$ cat src/stmon_pkg.sv
package stmon_pkg;
    // ******************************************
    // register map
    // ******************************************
    localparam logic [15:0] A_MODE      = 16'h0001;
    localparam logic [15:0] A_FLAGS1    = 16'h0003;
    localparam logic [15:0] A_IMG_FMT   = 16'h0004;
    localparam logic [15:0] A_POWER     = 16'h0010;
    localparam logic [15:0] A_TRIP      = 16'h0011;
    localparam logic [15:0] A_T_ILLUM   = 16'h0012;
    localparam logic [15:0] A_T_SENSOR  = 16'h0013;
    localparam logic [15:0] A_T_COMP    = 16'h0014;
    localparam logic [15:0] A_CPU_TEMP  = 16'h0015;
    localparam logic [15:0] A_CPU_SPEED = 16'h0016;
    localparam logic [15:0] A_FLAGS2    = 16'h0017;
    localparam logic [15:0] A_CMD       = 16'h0018;
    localparam logic [15:0] A_MAC0      = 16'h0019;
    localparam logic [15:0] A_IP0       = 16'h0020;
    localparam logic [15:0] A_PORT      = 16'h0026;
    localparam logic [15:0] A_UDP0      = 16'h0027;
    localparam logic [15:0] A_OUT_MODE  = 16'h0029;
    // ******************************************
    // reset values and fields
    // ******************************************
    localparam logic [15:0] MODE_RST    = 16'h0001;
    localparam logic [15:0] FMT_RST     = 16'h0000;
    localparam logic [6:0]  POWER_RST   = 7'h64;
    localparam logic [6:0]  POWER_MAX   = 7'h64;
    localparam logic [15:0] TRIP_RST    = 16'h0046;
    localparam logic [15:0] HYST        = 16'h0002;
    localparam logic [15:0] CPU_HOT     = 16'h0050;
    localparam logic [15:0] CMD_SAVE    = 16'h0001;
    localparam logic [15:0] CMD_CLEAR   = 16'h0002;
    localparam int          MODE_CLR    = 6;
    localparam int          B_CAL_BUSY  = 2;
    localparam int          B_ILL_TERR  = 3;
    localparam int          B_SEN_TERR  = 4;
    localparam int          B_CAL_MISS  = 5;
    localparam int          B_FACTORY   = 6;
    localparam int          B_FW_REST   = 8;
    localparam int          B_OVERTEMP  = 9;
    localparam int          B_ILL_ERR   = 11;
    localparam int          B_CMP_TERR  = 14;
    localparam int          B_CFG_ERR   = 15;
    localparam int          B_SERDES    = 0;
    localparam int          B_META      = 1;
    localparam int          B_TIMEOUT   = 2;
    localparam int          B_CPU_HOT   = 3;
    localparam logic [31:0] ERR_MASK    = 32'h000F_C818;
    localparam int          CM_BIT      = 11;
    localparam logic [2:0]  OUT_CM_AB   = 3'h0;
    localparam logic [2:0]  OUT_AB      = 3'h1;
    localparam logic [2:0]  OUT_CM_AVG  = 3'h2;
    // ******************************************
    // types
    // ******************************************
    typedef struct packed {
        logic        valid;
        logic        fail;
        logic [15:0] value;
    } stmon_temp_t;
    typedef struct packed {
        logic [15:0] illum;
        logic [15:0] sensor;
        logic [15:0] companion;
    } stmon_hdr_t;
    typedef struct packed {
        logic [31:0] ip;
        logic [31:0] mask;
        logic [31:0] gw;
    } stmon_net_t;
    typedef struct packed {
        logic        valid;
        logic [11:0] data;
    } stmon_pix_t;
    typedef enum logic [1:0] {
        STMON_OT_OK   = 2'b01,
        STMON_OT_TRIP = 2'b10
    } stmon_ot_t;
endpackage

$ cat src/stmon_core.sv
`timescale 1ns/10ps
module stmon_core (
    input  wire logic                 clk,
    input  wire logic                 rst_b,
    input  wire logic [15:0]          addr,
    input  wire logic [15:0]          wr_data,
    input  wire logic                 wr_stb,
    input  wire logic                 rd_stb,
    output logic      [15:0]          rd_data,
    input  wire stmon_pkg::stmon_temp_t t_illum,
    input  wire stmon_pkg::stmon_temp_t t_sensor,
    input  wire stmon_pkg::stmon_temp_t t_comp,
    input  wire stmon_pkg::stmon_temp_t t_cpu,
    input  wire logic [15:0]          cpu_speed,
    input  wire logic                 cal_busy,
    input  wire logic                 cal_missing,
    input  wire logic                 factory_map,
    input  wire logic                 fw_restored,
    input  wire logic                 emitter_fault,
    input  wire logic                 cfg_fault,
    input  wire logic                 serdes_err,
    input  wire logic                 meta_err,
    input  wire logic                 frame_timeout,
    input  wire logic [47:0]          factory_mac,
    input  wire stmon_pkg::stmon_pix_t pix_in,
    output logic                      illum_drive,
    output logic                      illum_enable,
    output logic                      stream_enable,
    output logic                      cpu_throttle,
    output stmon_pkg::stmon_hdr_t     hdr_temps,
    output logic                      save_map,
    output logic                      companion_save,
    output logic                      clear_map,
    output logic      [47:0]          mac_active,
    output stmon_pkg::stmon_net_t     net_active,
    output logic      [15:0]          port_active,
    output logic      [31:0]          udp_dest,
    output stmon_pkg::stmon_pix_t     pix_out,
    output logic                      pix_invalid,
    output logic                      distance_ok
);
    // ******************************************
    // register writes
    // ******************************************
    logic [15:0]            mode_reg;
    logic [15:0]            fmt_reg;
    logic [6:0]             power_reg;
    logic [15:0]            trip_reg;
    logic [2:0]             out_mode_reg;
    logic [15:0]            mac_reg [3];
    logic                   mac_user_reg;
    logic [15:0]            ip_reg [6];
    logic                   clr_err;
    logic                   wr_cmd;
    stmon_pkg::stmon_ot_t   ot_reg;
    logic [31:0]            err_reg;
    logic [31:0]            err_set;
    logic [15:0]            st1;
    logic [15:0]            st2;
    logic [6:0]             pwm_cnt;

    assign clr_err = wr_stb && addr == stmon_pkg::A_MODE && wr_data[stmon_pkg::MODE_CLR];
    assign wr_cmd  = wr_stb && addr == stmon_pkg::A_CMD;

    always_ff @(posedge clk or negedge rst_b) begin
        if (!rst_b) begin
            mode_reg     <= stmon_pkg::MODE_RST;
            fmt_reg      <= stmon_pkg::FMT_RST;
            power_reg    <= stmon_pkg::POWER_RST;
            trip_reg     <= stmon_pkg::TRIP_RST;
            out_mode_reg <= stmon_pkg::OUT_CM_AB;
        end else if (wr_stb) begin
            case (addr)
                // clear bit is never stored, so it reads back zero
                stmon_pkg::A_MODE: begin
                    mode_reg <= wr_data & ~(16'h0001 << stmon_pkg::MODE_CLR);
                end
                stmon_pkg::A_IMG_FMT: begin
                    fmt_reg <= wr_data;
                end
                stmon_pkg::A_POWER: begin
                    // out-of-range percentages saturate at full power
                    power_reg <= (wr_data > 16'(stmon_pkg::POWER_MAX)) ? stmon_pkg::POWER_MAX
                                                                       : wr_data[6:0];
                end
                stmon_pkg::A_TRIP: begin
                    trip_reg <= wr_data;
                end
                stmon_pkg::A_OUT_MODE: begin
                    out_mode_reg <= wr_data[2:0];
                end
                default: begin
                end
            endcase
        end
    end

    // ******************************************
    // MAC and IP settings
    // ******************************************
    // user MAC lives only in volatile state; restoring it from flash is upstream
    always_ff @(posedge clk or negedge rst_b) begin
        if (!rst_b) begin
            mac_reg[0]   <= 16'h0000;
            mac_reg[1]   <= 16'h0000;
            mac_reg[2]   <= 16'h0000;
            mac_user_reg <= 1'b0;
        end else if (wr_cmd && wr_data == stmon_pkg::CMD_CLEAR) begin
            mac_user_reg <= 1'b0;
        end else if (wr_stb && addr >= stmon_pkg::A_MAC0 && addr < stmon_pkg::A_MAC0 + 16'h0003) begin
            mac_reg[2'(addr - stmon_pkg::A_MAC0)] <= wr_data;
            mac_user_reg <= 1'b1;
        end
    end

    always_ff @(posedge clk or negedge rst_b) begin
        if (!rst_b) begin
            mac_active <= 48'h0000_0000_0000;
        end else begin
            mac_active <= mac_user_reg ? {mac_reg[0], mac_reg[1], mac_reg[2]} : factory_mac;
        end
    end

    genvar gi;
    generate
        for (gi = 0; gi < 6; gi++) begin : g_ip
            always_ff @(posedge clk or negedge rst_b) begin
                if (!rst_b) begin
                    ip_reg[gi] <= 16'h0000;
                end else if (wr_stb && addr == stmon_pkg::A_IP0 + 16'(gi)) begin
                    ip_reg[gi] <= wr_data;
                end
            end
        end
    endgenerate

    always_ff @(posedge clk or negedge rst_b) begin
        if (!rst_b) begin
            net_active <= '0;
        end else if (wr_stb && addr == stmon_pkg::A_IP0 + 16'h0005) begin
            // staged words go live together with the last gateway word
            net_active <= {ip_reg[0], ip_reg[1], ip_reg[2], ip_reg[3], ip_reg[4], wr_data};
        end
    end

    always_ff @(posedge clk or negedge rst_b) begin
        if (!rst_b) begin
            port_active <= 16'h0000;
            udp_dest    <= 32'h0000_0000;
        end else if (wr_stb) begin
            if (addr == stmon_pkg::A_PORT) begin
                port_active <= wr_data;
            end
            if (addr == stmon_pkg::A_UDP0) begin
                udp_dest[31:16] <= wr_data;
            end
            if (addr == stmon_pkg::A_UDP0 + 16'h0001) begin
                udp_dest[15:0] <= wr_data;
            end
        end
    end

    // ******************************************
    // commands
    // ******************************************
    always_ff @(posedge clk or negedge rst_b) begin
        if (!rst_b) begin
            save_map       <= 1'b0;
            companion_save <= 1'b0;
            clear_map      <= 1'b0;
        end else begin
            save_map       <= wr_cmd && wr_data == stmon_pkg::CMD_SAVE;
            companion_save <= wr_cmd && wr_data == stmon_pkg::CMD_SAVE;
            clear_map      <= wr_cmd && wr_data == stmon_pkg::CMD_CLEAR;
        end
    end

    // ******************************************
    // temperatures
    // ******************************************
    always_ff @(posedge clk or negedge rst_b) begin
        if (!rst_b) begin
            hdr_temps <= '0;
        end else begin
            if (t_illum.valid) begin
                hdr_temps.illum <= t_illum.value;
            end
            if (t_sensor.valid) begin
                hdr_temps.sensor <= t_sensor.value;
            end
            if (t_comp.valid) begin
                hdr_temps.companion <= t_comp.value;
            end
        end
    end

    // signed compare so sub-zero readings never trip a non-negative threshold
    always_ff @(posedge clk or negedge rst_b) begin
        if (!rst_b) begin
            ot_reg <= stmon_pkg::STMON_OT_OK;
        end else if (t_illum.valid) begin
            case (ot_reg)
                stmon_pkg::STMON_OT_OK: begin
                    if ($signed(t_illum.value) > $signed(trip_reg)) begin
                        ot_reg <= stmon_pkg::STMON_OT_TRIP;
                    end
                end
                stmon_pkg::STMON_OT_TRIP: begin
                    if ($signed(t_illum.value) < $signed(trip_reg - stmon_pkg::HYST)) begin
                        ot_reg <= stmon_pkg::STMON_OT_OK;
                    end
                end
                default: begin
                    ot_reg <= stmon_pkg::STMON_OT_OK;
                end
            endcase
        end
    end

    logic [15:0] cpu_temp_reg;
    logic [15:0] cpu_speed_reg;
    always_ff @(posedge clk or negedge rst_b) begin
        if (!rst_b) begin
            cpu_temp_reg  <= 16'h0000;
            cpu_speed_reg <= 16'h0000;
            cpu_throttle  <= 1'b0;
        end else begin
            cpu_speed_reg <= cpu_speed;
            if (t_cpu.valid) begin
                cpu_temp_reg <= t_cpu.value;
                cpu_throttle <= $signed(t_cpu.value) > $signed(stmon_pkg::CPU_HOT);
            end
        end
    end

    // ******************************************
    // illumination
    // ******************************************
    // 100-step pwm: duty equals the percentage, zero never drives
    always_ff @(posedge clk or negedge rst_b) begin
        if (!rst_b) begin
            pwm_cnt       <= 7'h00;
            illum_drive   <= 1'b0;
            illum_enable  <= 1'b0;
            stream_enable <= 1'b0;
        end else begin
            pwm_cnt       <= (pwm_cnt == stmon_pkg::POWER_MAX - 7'h01) ? 7'h00 : pwm_cnt + 7'h01;
            illum_enable  <= power_reg != 7'h00 && ot_reg == stmon_pkg::STMON_OT_OK;
            illum_drive   <= pwm_cnt < power_reg && ot_reg == stmon_pkg::STMON_OT_OK;
            stream_enable <= ot_reg == stmon_pkg::STMON_OT_OK;
        end
    end

    // ******************************************
    // flag words
    // ******************************************
    always_comb begin
        err_set = 32'h0000_0000;
        err_set[stmon_pkg::B_ILL_TERR]   = t_illum.fail;
        err_set[stmon_pkg::B_SEN_TERR]   = t_sensor.fail;
        err_set[stmon_pkg::B_CMP_TERR]   = t_comp.fail;
        err_set[stmon_pkg::B_ILL_ERR]    = emitter_fault;
        err_set[stmon_pkg::B_CFG_ERR]    = cfg_fault;
        err_set[16 + stmon_pkg::B_SERDES]  = serdes_err;
        err_set[16 + stmon_pkg::B_META]    = meta_err;
        err_set[16 + stmon_pkg::B_TIMEOUT] = frame_timeout;
        err_set[16 + stmon_pkg::B_CPU_HOT] = t_cpu.valid && $signed(t_cpu.value) > $signed(stmon_pkg::CPU_HOT);
    end

    generate
        for (gi = 0; gi < 32; gi++) begin : g_err
            if (stmon_pkg::ERR_MASK[gi]) begin : g_used
                // a new event in the clearing cycle survives
                always_ff @(posedge clk or negedge rst_b) begin
                    if (!rst_b) begin
                        err_reg[gi] <= 1'b0;
                    end else begin
                        err_reg[gi] <= err_set[gi] | (err_reg[gi] & ~clr_err);
                    end
                end
            end else begin : g_unused
                assign err_reg[gi] = 1'b0;
            end
        end
    endgenerate

    always_comb begin
        st1 = err_reg[15:0];
        st1[stmon_pkg::B_CAL_BUSY] = cal_busy;
        st1[stmon_pkg::B_CAL_MISS] = cal_missing;
        st1[stmon_pkg::B_FACTORY]  = factory_map;
        st1[stmon_pkg::B_FW_REST]  = fw_restored;
        st1[stmon_pkg::B_OVERTEMP] = ot_reg == stmon_pkg::STMON_OT_TRIP;
        st2 = err_reg[31:16];
    end

    // ******************************************
    // pixel invalidation
    // ******************************************
    always_ff @(posedge clk or negedge rst_b) begin
        if (!rst_b) begin
            pix_out     <= '0;
            pix_invalid <= 1'b0;
            distance_ok <= 1'b0;
        end else begin
            pix_out     <= pix_in;
            pix_invalid <= pix_in.valid && pix_in.data[stmon_pkg::CM_BIT] &&
                           (out_mode_reg == stmon_pkg::OUT_CM_AB || out_mode_reg == stmon_pkg::OUT_CM_AVG);
            distance_ok <= out_mode_reg == stmon_pkg::OUT_CM_AB || out_mode_reg == stmon_pkg::OUT_AB;
        end
    end

    // ******************************************
    // register reads
    // ******************************************
    always_ff @(posedge clk or negedge rst_b) begin
        if (!rst_b) begin
            rd_data <= 16'h0000;
        end else if (rd_stb) begin
            case (addr)
                stmon_pkg::A_MODE:      rd_data <= mode_reg;
                stmon_pkg::A_FLAGS1:    rd_data <= st1;
                stmon_pkg::A_IMG_FMT:   rd_data <= fmt_reg;
                stmon_pkg::A_POWER:     rd_data <= {9'h000, power_reg};
                stmon_pkg::A_TRIP:      rd_data <= trip_reg;
                stmon_pkg::A_T_ILLUM:   rd_data <= hdr_temps.illum;
                stmon_pkg::A_T_SENSOR:  rd_data <= hdr_temps.sensor;
                stmon_pkg::A_T_COMP:    rd_data <= hdr_temps.companion;
                stmon_pkg::A_CPU_TEMP:  rd_data <= cpu_temp_reg;
                stmon_pkg::A_CPU_SPEED: rd_data <= cpu_speed_reg;
                stmon_pkg::A_FLAGS2:    rd_data <= st2;
                stmon_pkg::A_OUT_MODE:  rd_data <= {13'h0000, out_mode_reg};
                stmon_pkg::A_PORT:      rd_data <= port_active;
                default: begin
                    if (addr >= stmon_pkg::A_MAC0 && addr < stmon_pkg::A_MAC0 + 16'h0003) begin
                        rd_data <= mac_active[16'(47 - 16 * (addr - stmon_pkg::A_MAC0)) -: 16];
                    end else if (addr >= stmon_pkg::A_IP0 && addr < stmon_pkg::A_IP0 + 16'h0006) begin
                        rd_data <= ip_reg[3'(addr - stmon_pkg::A_IP0)];
                    end else begin
                        rd_data <= 16'h0000;
                    end
                end
            endcase
        end else begin
            rd_data <= 16'h0000;
        end
    end

    // ******************************************
    // assertions
    // ******************************************
    a_zero_power_off: assert property (@(posedge clk) disable iff (!rst_b)
        power_reg == 7'h00 |=> !illum_enable && !illum_drive)
        else $error("illumination active at zero power");
    a_trip_stops: assert property (@(posedge clk) disable iff (!rst_b)
        ot_reg == stmon_pkg::STMON_OT_TRIP |=> !stream_enable && !illum_drive)
        else $error("streaming while over temperature");
    a_trip_enter: assert property (@(posedge clk) disable iff (!rst_b)
        ot_reg == stmon_pkg::STMON_OT_OK && t_illum.valid && $signed(t_illum.value) > $signed(trip_reg)
        |=> ot_reg == stmon_pkg::STMON_OT_TRIP)
        else $error("over temperature not entered");
    a_trip_hold: assert property (@(posedge clk) disable iff (!rst_b)
        ot_reg == stmon_pkg::STMON_OT_TRIP && $signed(t_illum.value) >= $signed(trip_reg - stmon_pkg::HYST)
        |=> ot_reg == stmon_pkg::STMON_OT_TRIP)
        else $error("left over temperature too early");
    a_flag9_track: assert property (@(posedge clk) disable iff (!rst_b)
        rd_stb && addr == stmon_pkg::A_FLAGS1 |=> rd_data[stmon_pkg::B_OVERTEMP] == $past(ot_reg[1]))
        else $error("overtemp flag mismatch");
    a_err_sticky: assert property (@(posedge clk) disable iff (!rst_b)
        t_illum.fail ##1 !clr_err[*3] |-> st1[stmon_pkg::B_ILL_TERR])
        else $error("error flag lost");
    a_err_clear: assert property (@(posedge clk) disable iff (!rst_b)
        clr_err && err_set == 32'h0000_0000 |=> err_reg == 32'h0000_0000 && !mode_reg[stmon_pkg::MODE_CLR])
        else $error("errors not cleared");
    a_save_pair: assert property (@(posedge clk) disable iff (!rst_b)
        wr_cmd && wr_data == stmon_pkg::CMD_SAVE |=> save_map && companion_save ##1 !save_map)
        else $error("save pulse wrong");
    a_gw_commit: assert property (@(posedge clk) disable iff (!rst_b)
        !(wr_stb && addr == stmon_pkg::A_IP0 + 16'h0005) |=> $stable(net_active))
        else $error("ip changed without gateway write");
    a_cpu_hot: assert property (@(posedge clk) disable iff (!rst_b)
        t_cpu.valid && $signed(t_cpu.value) > $signed(stmon_pkg::CPU_HOT)
        |=> cpu_throttle && err_reg[16 + stmon_pkg::B_CPU_HOT])
        else $error("hot processor not handled");
endmodule // stmon_core

$ cat config.mk
export PLATFORM = sky130hd
export DESIGN_NAME = stmon_core
export DESIGN_NICKNAME = d
export VERILOG_FILES = /design/src/stmon_pkg.sv /design/src/stmon_core.sv
export SDC_FILE = /design/constraint.sdc
export NUM_CORES = 1
export LEC_CHECK = 0
export ABC_AREA = 1
export BUFFER_PORTS_ARGS = -buffer_cell sky130_fd_sc_hd__buf_2
export CORE_MARGIN = 3
export CORE_UTILIZATION = 45
export CTS_BUF_LIST = sky130_fd_sc_hd__clkbuf_4
export CTS_CLUSTER_DIAMETER = 200
export DETAILED_ROUTE_END_ITERATION = 10
export GPL_ROUTABILITY_DRIVEN = 0
export GPL_TIMING_DRIVEN = 0
export PLACE_DENSITY = 0.67
export SLEW_MARGIN = 30
export SYNTH_ARGS = -nofsm -noshare
export SYNTH_HDL_FRONTEND = slang
export SYNTH_SLANG_ARGS = --single-unit
$ cat constraint.sdc
create_clock -name clk -period 4.7 [get_ports clk]
set_input_delay 0.235 -clock clk [delete_from_list [all_inputs] [get_ports clk]]
set_output_delay 0.235 -clock clk [all_outputs]
set_load 0.02 [all_outputs]
==> results.txt <==
----------------------------------------------------
[Run status]
  Run status ... finished clean

[Drt]
  1st-pass router iterations ... 6
  Number of design-rule violations left by the first detailed-router iteration ... 2,779
  Avg Vias per Cell ... 5.55
  Total vias in the final route ... 24,900
  WL/cell ... 22.0 um
  Drt total wl ... 99,100 um
  Drt drc ... 0
  Final antenna-violating net count ... 0

[Cells and area]
  Signed area change from the synthesized netlist to the final layout ... 38.8%
  Fraction of final layout cells sized beyond drive strength 1 ... 23.8%
  Number of flip-flops under the largest register name ... 95
  Nets@finish ... 3,956
  Filler Cell Count ... 4,219

[STA]
  Worst slew slack as a fraction of its limit ... 27.2%
  Setup repair after global routing missed its margin ... no
  Final-report setup violation count ... 0
  Post-layout minimum cycle time ... 4.43 ns
  Setup slack after layout ... 0.269 ns
  Max Clock Skew ... 0.0574 ns
  Count of final max-slew check failures ... 0
  Crit share post-route ... 94.3%
  FMAX ... 0.226 GHz
  Transition time at the pin with the least slew margin ... 1.09 ns
  Hold Fails Final Rpt ... 0

[Floorplanning]
  Die ar. ... 55,200 um2
  I/O pins ... 472
  Row count ... 83
  Width of the die ... 235 um
  Core Region ... 51,600 um2
  Y dimension of the die ... 235 um
  Starting Density ... 45.7%

[CTS]
  Setup bufs post-CTS ... 0
  Clock-pin slew reported for the worst setup and hold paths after clock tree synthesis ... 0.08 ns
  CTS tree ... built
  H-Tree Depth ... 4
  Root Buffer ... sky130_fd_sc_hd__clkbuf_4
  Clock sinks ... 513
  Hold-fix buffer count after cts ... 402
  Clock latency on the worst-skew pair ... 1.00 ns
  Cts repair resizes ... 0
  TritonCTS Buffers ... 139
  Maximum buffer depth of the clock tree ... 3

[Setup path]
  Maximum fanout count along the critical path ... 12
  WP data required ... 5.56 ns
  Kind of launch point of the worst setup path ... primary input
  Capturing element type of the critical path ... flip-flop
  Crit path arrival time ... 5.29 ns
  Critical path class ... in2reg

[Global routing]
  Via count of the first global-routing pass ... 25,500
  Pin count of the biggest net entering global routing ... 92
  Aggregate global routing overflow ... 0
  Number of antenna violations at the first check in global routing ... 8
  Global routing usage summed across all routing layers ... 35.6%
  First-pass GRT wire length ... 150,000 um

[Pwr]
  Power density over cell area ... 298 nW/um2
  Overall power of the completed layout ... 9.75 mW
  Worst-case vdd ir drop ... 0.000207 V
  LEAKAGE ... 16.2 nW

[Yosys]
  Number of flops mapped to enable cells by yosys ... 0
  Cell count after synthesis ... 2,702
  Synth async-reset ratio ... 100%
  Sequential fraction of the synthesis area ... 54.5%
  Number of warnings reported in the yosys synthesis log ... 0
  Unique cell type count in the Yosys netlist ... 44
  Post-synthesis instance area ... 23,600 um2
  Area fraction of the dominant cell type after synthesis ... 53.6%
  Net count of the mapped netlist ... 2,940
  Yosys top cell by area ... sky130_fd_sc_hd__dfrtp_1
  Mean instance size in the synthesized netlist ... 8.72 um2
  Top cells by area, synth ... sky130_fd_sc_hd__dfrtp_1, sky130_fd_sc_hd__nand2_1, sky130_fd_sc_hd__o21ai_0, sky130_fd_sc_hd__inv_1, sky130_fd_sc_hd__mux2_2
  Number of storage elements in the synthesis netlist ... 513
  Dominant register cell in the synthesized netlist ... sky130_fd_sc_hd__dfrtp_1

[Placed design]
  DP Wirelength ... 66,000 um
  Buffers on Ports ... 467
  Setup WS pre-CTS ... 0.854 ns

[Hold path]
  Hold Path Class ... in2reg

[Job]
  Number of maximum-capacitance constraint violations ... 0

----------------------------------------------------
==> layout make-up <==
type	instances	area (um2)	share of cell area [%]
diodes	6	15.0	0.0459
plain buffers	162	856	2.61
clock buffers	201	1510	4.61
clock inverters	32	214	0.654
inverters	284	1070	3.26
multi-input cells	1743	8820	26.9
flip-flops and latches	513	12800	39.3
well taps	680	851	2.60
repair buffers	875	6550	20.0
==> power breakdown <==
group | leakage, nW | switching, mW | internal, mW
clock network | 1.03 | 1.98 | 2.12
registers | 6.33 | 0.0659 | 4.51
logic | 8.88 | 0.632 | 0.457
total | 16.2 | 2.67 | 7.08
==> through the flow <==
stage	cells	instance area (um2)	setup TNS (ns)	hold WS, ns	util (%)
floorplan	2702	23600	0	-0.0606	-
global route	4496	32700	0	0.0326	63.4
global placement	3849	26800	-3431.36	0.342	51.9
finish	4496	32700	0	0.0852	63.4
detailed placement	3855	27000	0	0.254	52.2
CTS	4490	32700	0	0.00413	63.4
==> metal layers <==
| layer | wire length [um] | track usage [%] | vias up |
|---|---|---|---|
| met5 | 13 | 0 | - |
| met4 | 6250 | 20.5 | 2 |
| met3 | 10800 | 10.2 | 465 |
| met2 | 45000 | 56.0 | 1774 |
| met1 | 36900 | 44.0 | 11900 |
| li1 | - | - | 10800 |
==> critical path: stages <==
cell,delay (ns)
sky130_fd_sc_hd__dlygate4sd3_1,0.56
sky130_fd_sc_hd__buf_2,0.20
sky130_fd_sc_hd__clkinv_1,0.20
sky130_fd_sc_hd__clkbuf_1,0.47
sky130_fd_sc_hd__ha_1,0.25
sky130_fd_sc_hd__buf_4,0.22
sky130_fd_sc_hd__inv_1,0.14
sky130_fd_sc_hd__a21oi_2,0.19
sky130_fd_sc_hd__nand4_4,0.13
sky130_fd_sc_hd__dlygate4sd3_1,0.66
sky130_fd_sc_hd__inv_2,0.14
sky130_fd_sc_hd__nand2_2,0.05
sky130_fd_sc_hd__dlygate4sd3_1,0.61
sky130_fd_sc_hd__nor2_4,0.22
sky130_fd_sc_hd__nand2_4,0.11
sky130_fd_sc_hd__buf_6,0.17
sky130_fd_sc_hd__o21ai_1,0.11
sky130_fd_sc_hd__dlygate4sd3_1,0.56
sky130_fd_sc_hd__inv_1,0.04
==> cells in the final DEF, fill, tap and decap left out, types with 4 or more instances in the layout <==
master	synthesis	routed
sky130_fd_sc_hd__clkbuf_2	0	11
sky130_fd_sc_hd__nand2_4	4	4
sky130_fd_sc_hd__buf_1	4	4
sky130_fd_sc_hd__nand4_1	49	49
sky130_fd_sc_hd__nor2_1	188	188
sky130_fd_sc_hd__buf_16	0	7
sky130_fd_sc_hd__nand2_1	681	681
sky130_fd_sc_hd__buf_4	21	21
sky130_fd_sc_hd__dfstp_2	8	8
sky130_fd_sc_hd__o21bai_1	11	11
sky130_fd_sc_hd__nand3_2	7	7
sky130_fd_sc_hd__ha_1	44	44
sky130_fd_sc_hd__clkinv_1	2	20
sky130_fd_sc_hd__buf_2	46	512
sky130_fd_sc_hd__dlygate4sd3_1	0	401
sky130_fd_sc_hd__diode_2	0	6
sky130_fd_sc_hd__inv_1	267	267
sky130_fd_sc_hd__clkbuf_4	0	201
sky130_fd_sc_hd__nand3_1	115	115
sky130_fd_sc_hd__nor2_2	7	7
sky130_fd_sc_hd__buf_6	13	13
sky130_fd_sc_hd__o22ai_1	12	12
sky130_fd_sc_hd__mux2_2	66	66
sky130_fd_sc_hd__o21ai_1	119	119
sky130_fd_sc_hd__nor3_1	23	23
sky130_fd_sc_hd__dfrtp_1	505	505
sky130_fd_sc_hd__o21ai_0	312	312
sky130_fd_sc_hd__o211ai_1	16	16
sky130_fd_sc_hd__xor2_1	14	14
sky130_fd_sc_hd__a21oi_1	44	44
sky130_fd_sc_hd__inv_2	15	21
sky130_fd_sc_hd__nor4_1	5	5
sky130_fd_sc_hd__clkbuf_1	78	67
==> logic make-up after synthesis <==
kind of cell / Yosys count / synth area share [%]
DFF: 513 / 54.5
adders and majority gates: 44 / 2.34
and+or+nand+nor: 1096 / 19.8
AOI/OAI and AO/OA: 521 / 11.5
buffers and inverters: 446 / 8.09
xor gates and xnor gates: 16 / 0.594
muxes: 66 / 3.15
==> final timing paths <==
check,cells after the start,endpoint,from,slack (ns)
setup / recovery,19,mac_reg[31],addr[1],0.27
hold / removal,4,hdr_temps[38],t_illum[6],0.09
setup reg to reg,16,ot_reg[1],trip_reg[2],1.69
hold reg to reg,2,udp_dest[3],udp_dest[3],0.48
max in group asynchronous,7,mac_active[40],rst_b,2.58
min in group asynchronous,3,ot_reg[0],rst_b,0.37
==> cells in the mapped netlist, types with 3 or more instances <==
| cell type | number |
|---|---|
| sky130_fd_sc_hd__buf_1 | 4 |
| sky130_fd_sc_hd__nand2_1 | 681 |
| sky130_fd_sc_hd__clkbuf_1 | 78 |
| sky130_fd_sc_hd__inv_1 | 267 |
| sky130_fd_sc_hd__nand3_2 | 7 |
| sky130_fd_sc_hd__nor4_1 | 5 |
| sky130_fd_sc_hd__nor2_2 | 7 |
| sky130_fd_sc_hd__nand3_1 | 115 |
| sky130_fd_sc_hd__nor2_4 | 3 |
| sky130_fd_sc_hd__buf_6 | 13 |
| sky130_fd_sc_hd__mux2_2 | 66 |
| sky130_fd_sc_hd__nor2_1 | 188 |
| sky130_fd_sc_hd__nand4_4 | 3 |
| sky130_fd_sc_hd__o211ai_1 | 16 |
| sky130_fd_sc_hd__dfstp_2 | 8 |
| sky130_fd_sc_hd__xor2_1 | 14 |
| sky130_fd_sc_hd__a21oi_1 | 44 |
| sky130_fd_sc_hd__o21ai_1 | 119 |
| sky130_fd_sc_hd__nand2_4 | 4 |
| sky130_fd_sc_hd__o22ai_1 | 12 |
| sky130_fd_sc_hd__ha_1 | 44 |
| sky130_fd_sc_hd__o21bai_1 | 11 |
| sky130_fd_sc_hd__nand2_2 | 3 |
| sky130_fd_sc_hd__o21ai_0 | 312 |
| sky130_fd_sc_hd__nor3_1 | 23 |
| sky130_fd_sc_hd__nand4_1 | 49 |
| sky130_fd_sc_hd__dfrtp_1 | 505 |
| sky130_fd_sc_hd__buf_4 | 21 |
| sky130_fd_sc_hd__buf_2 | 46 |
| sky130_fd_sc_hd__inv_2 | 15 |
Power figures use the tool's default switching activity.
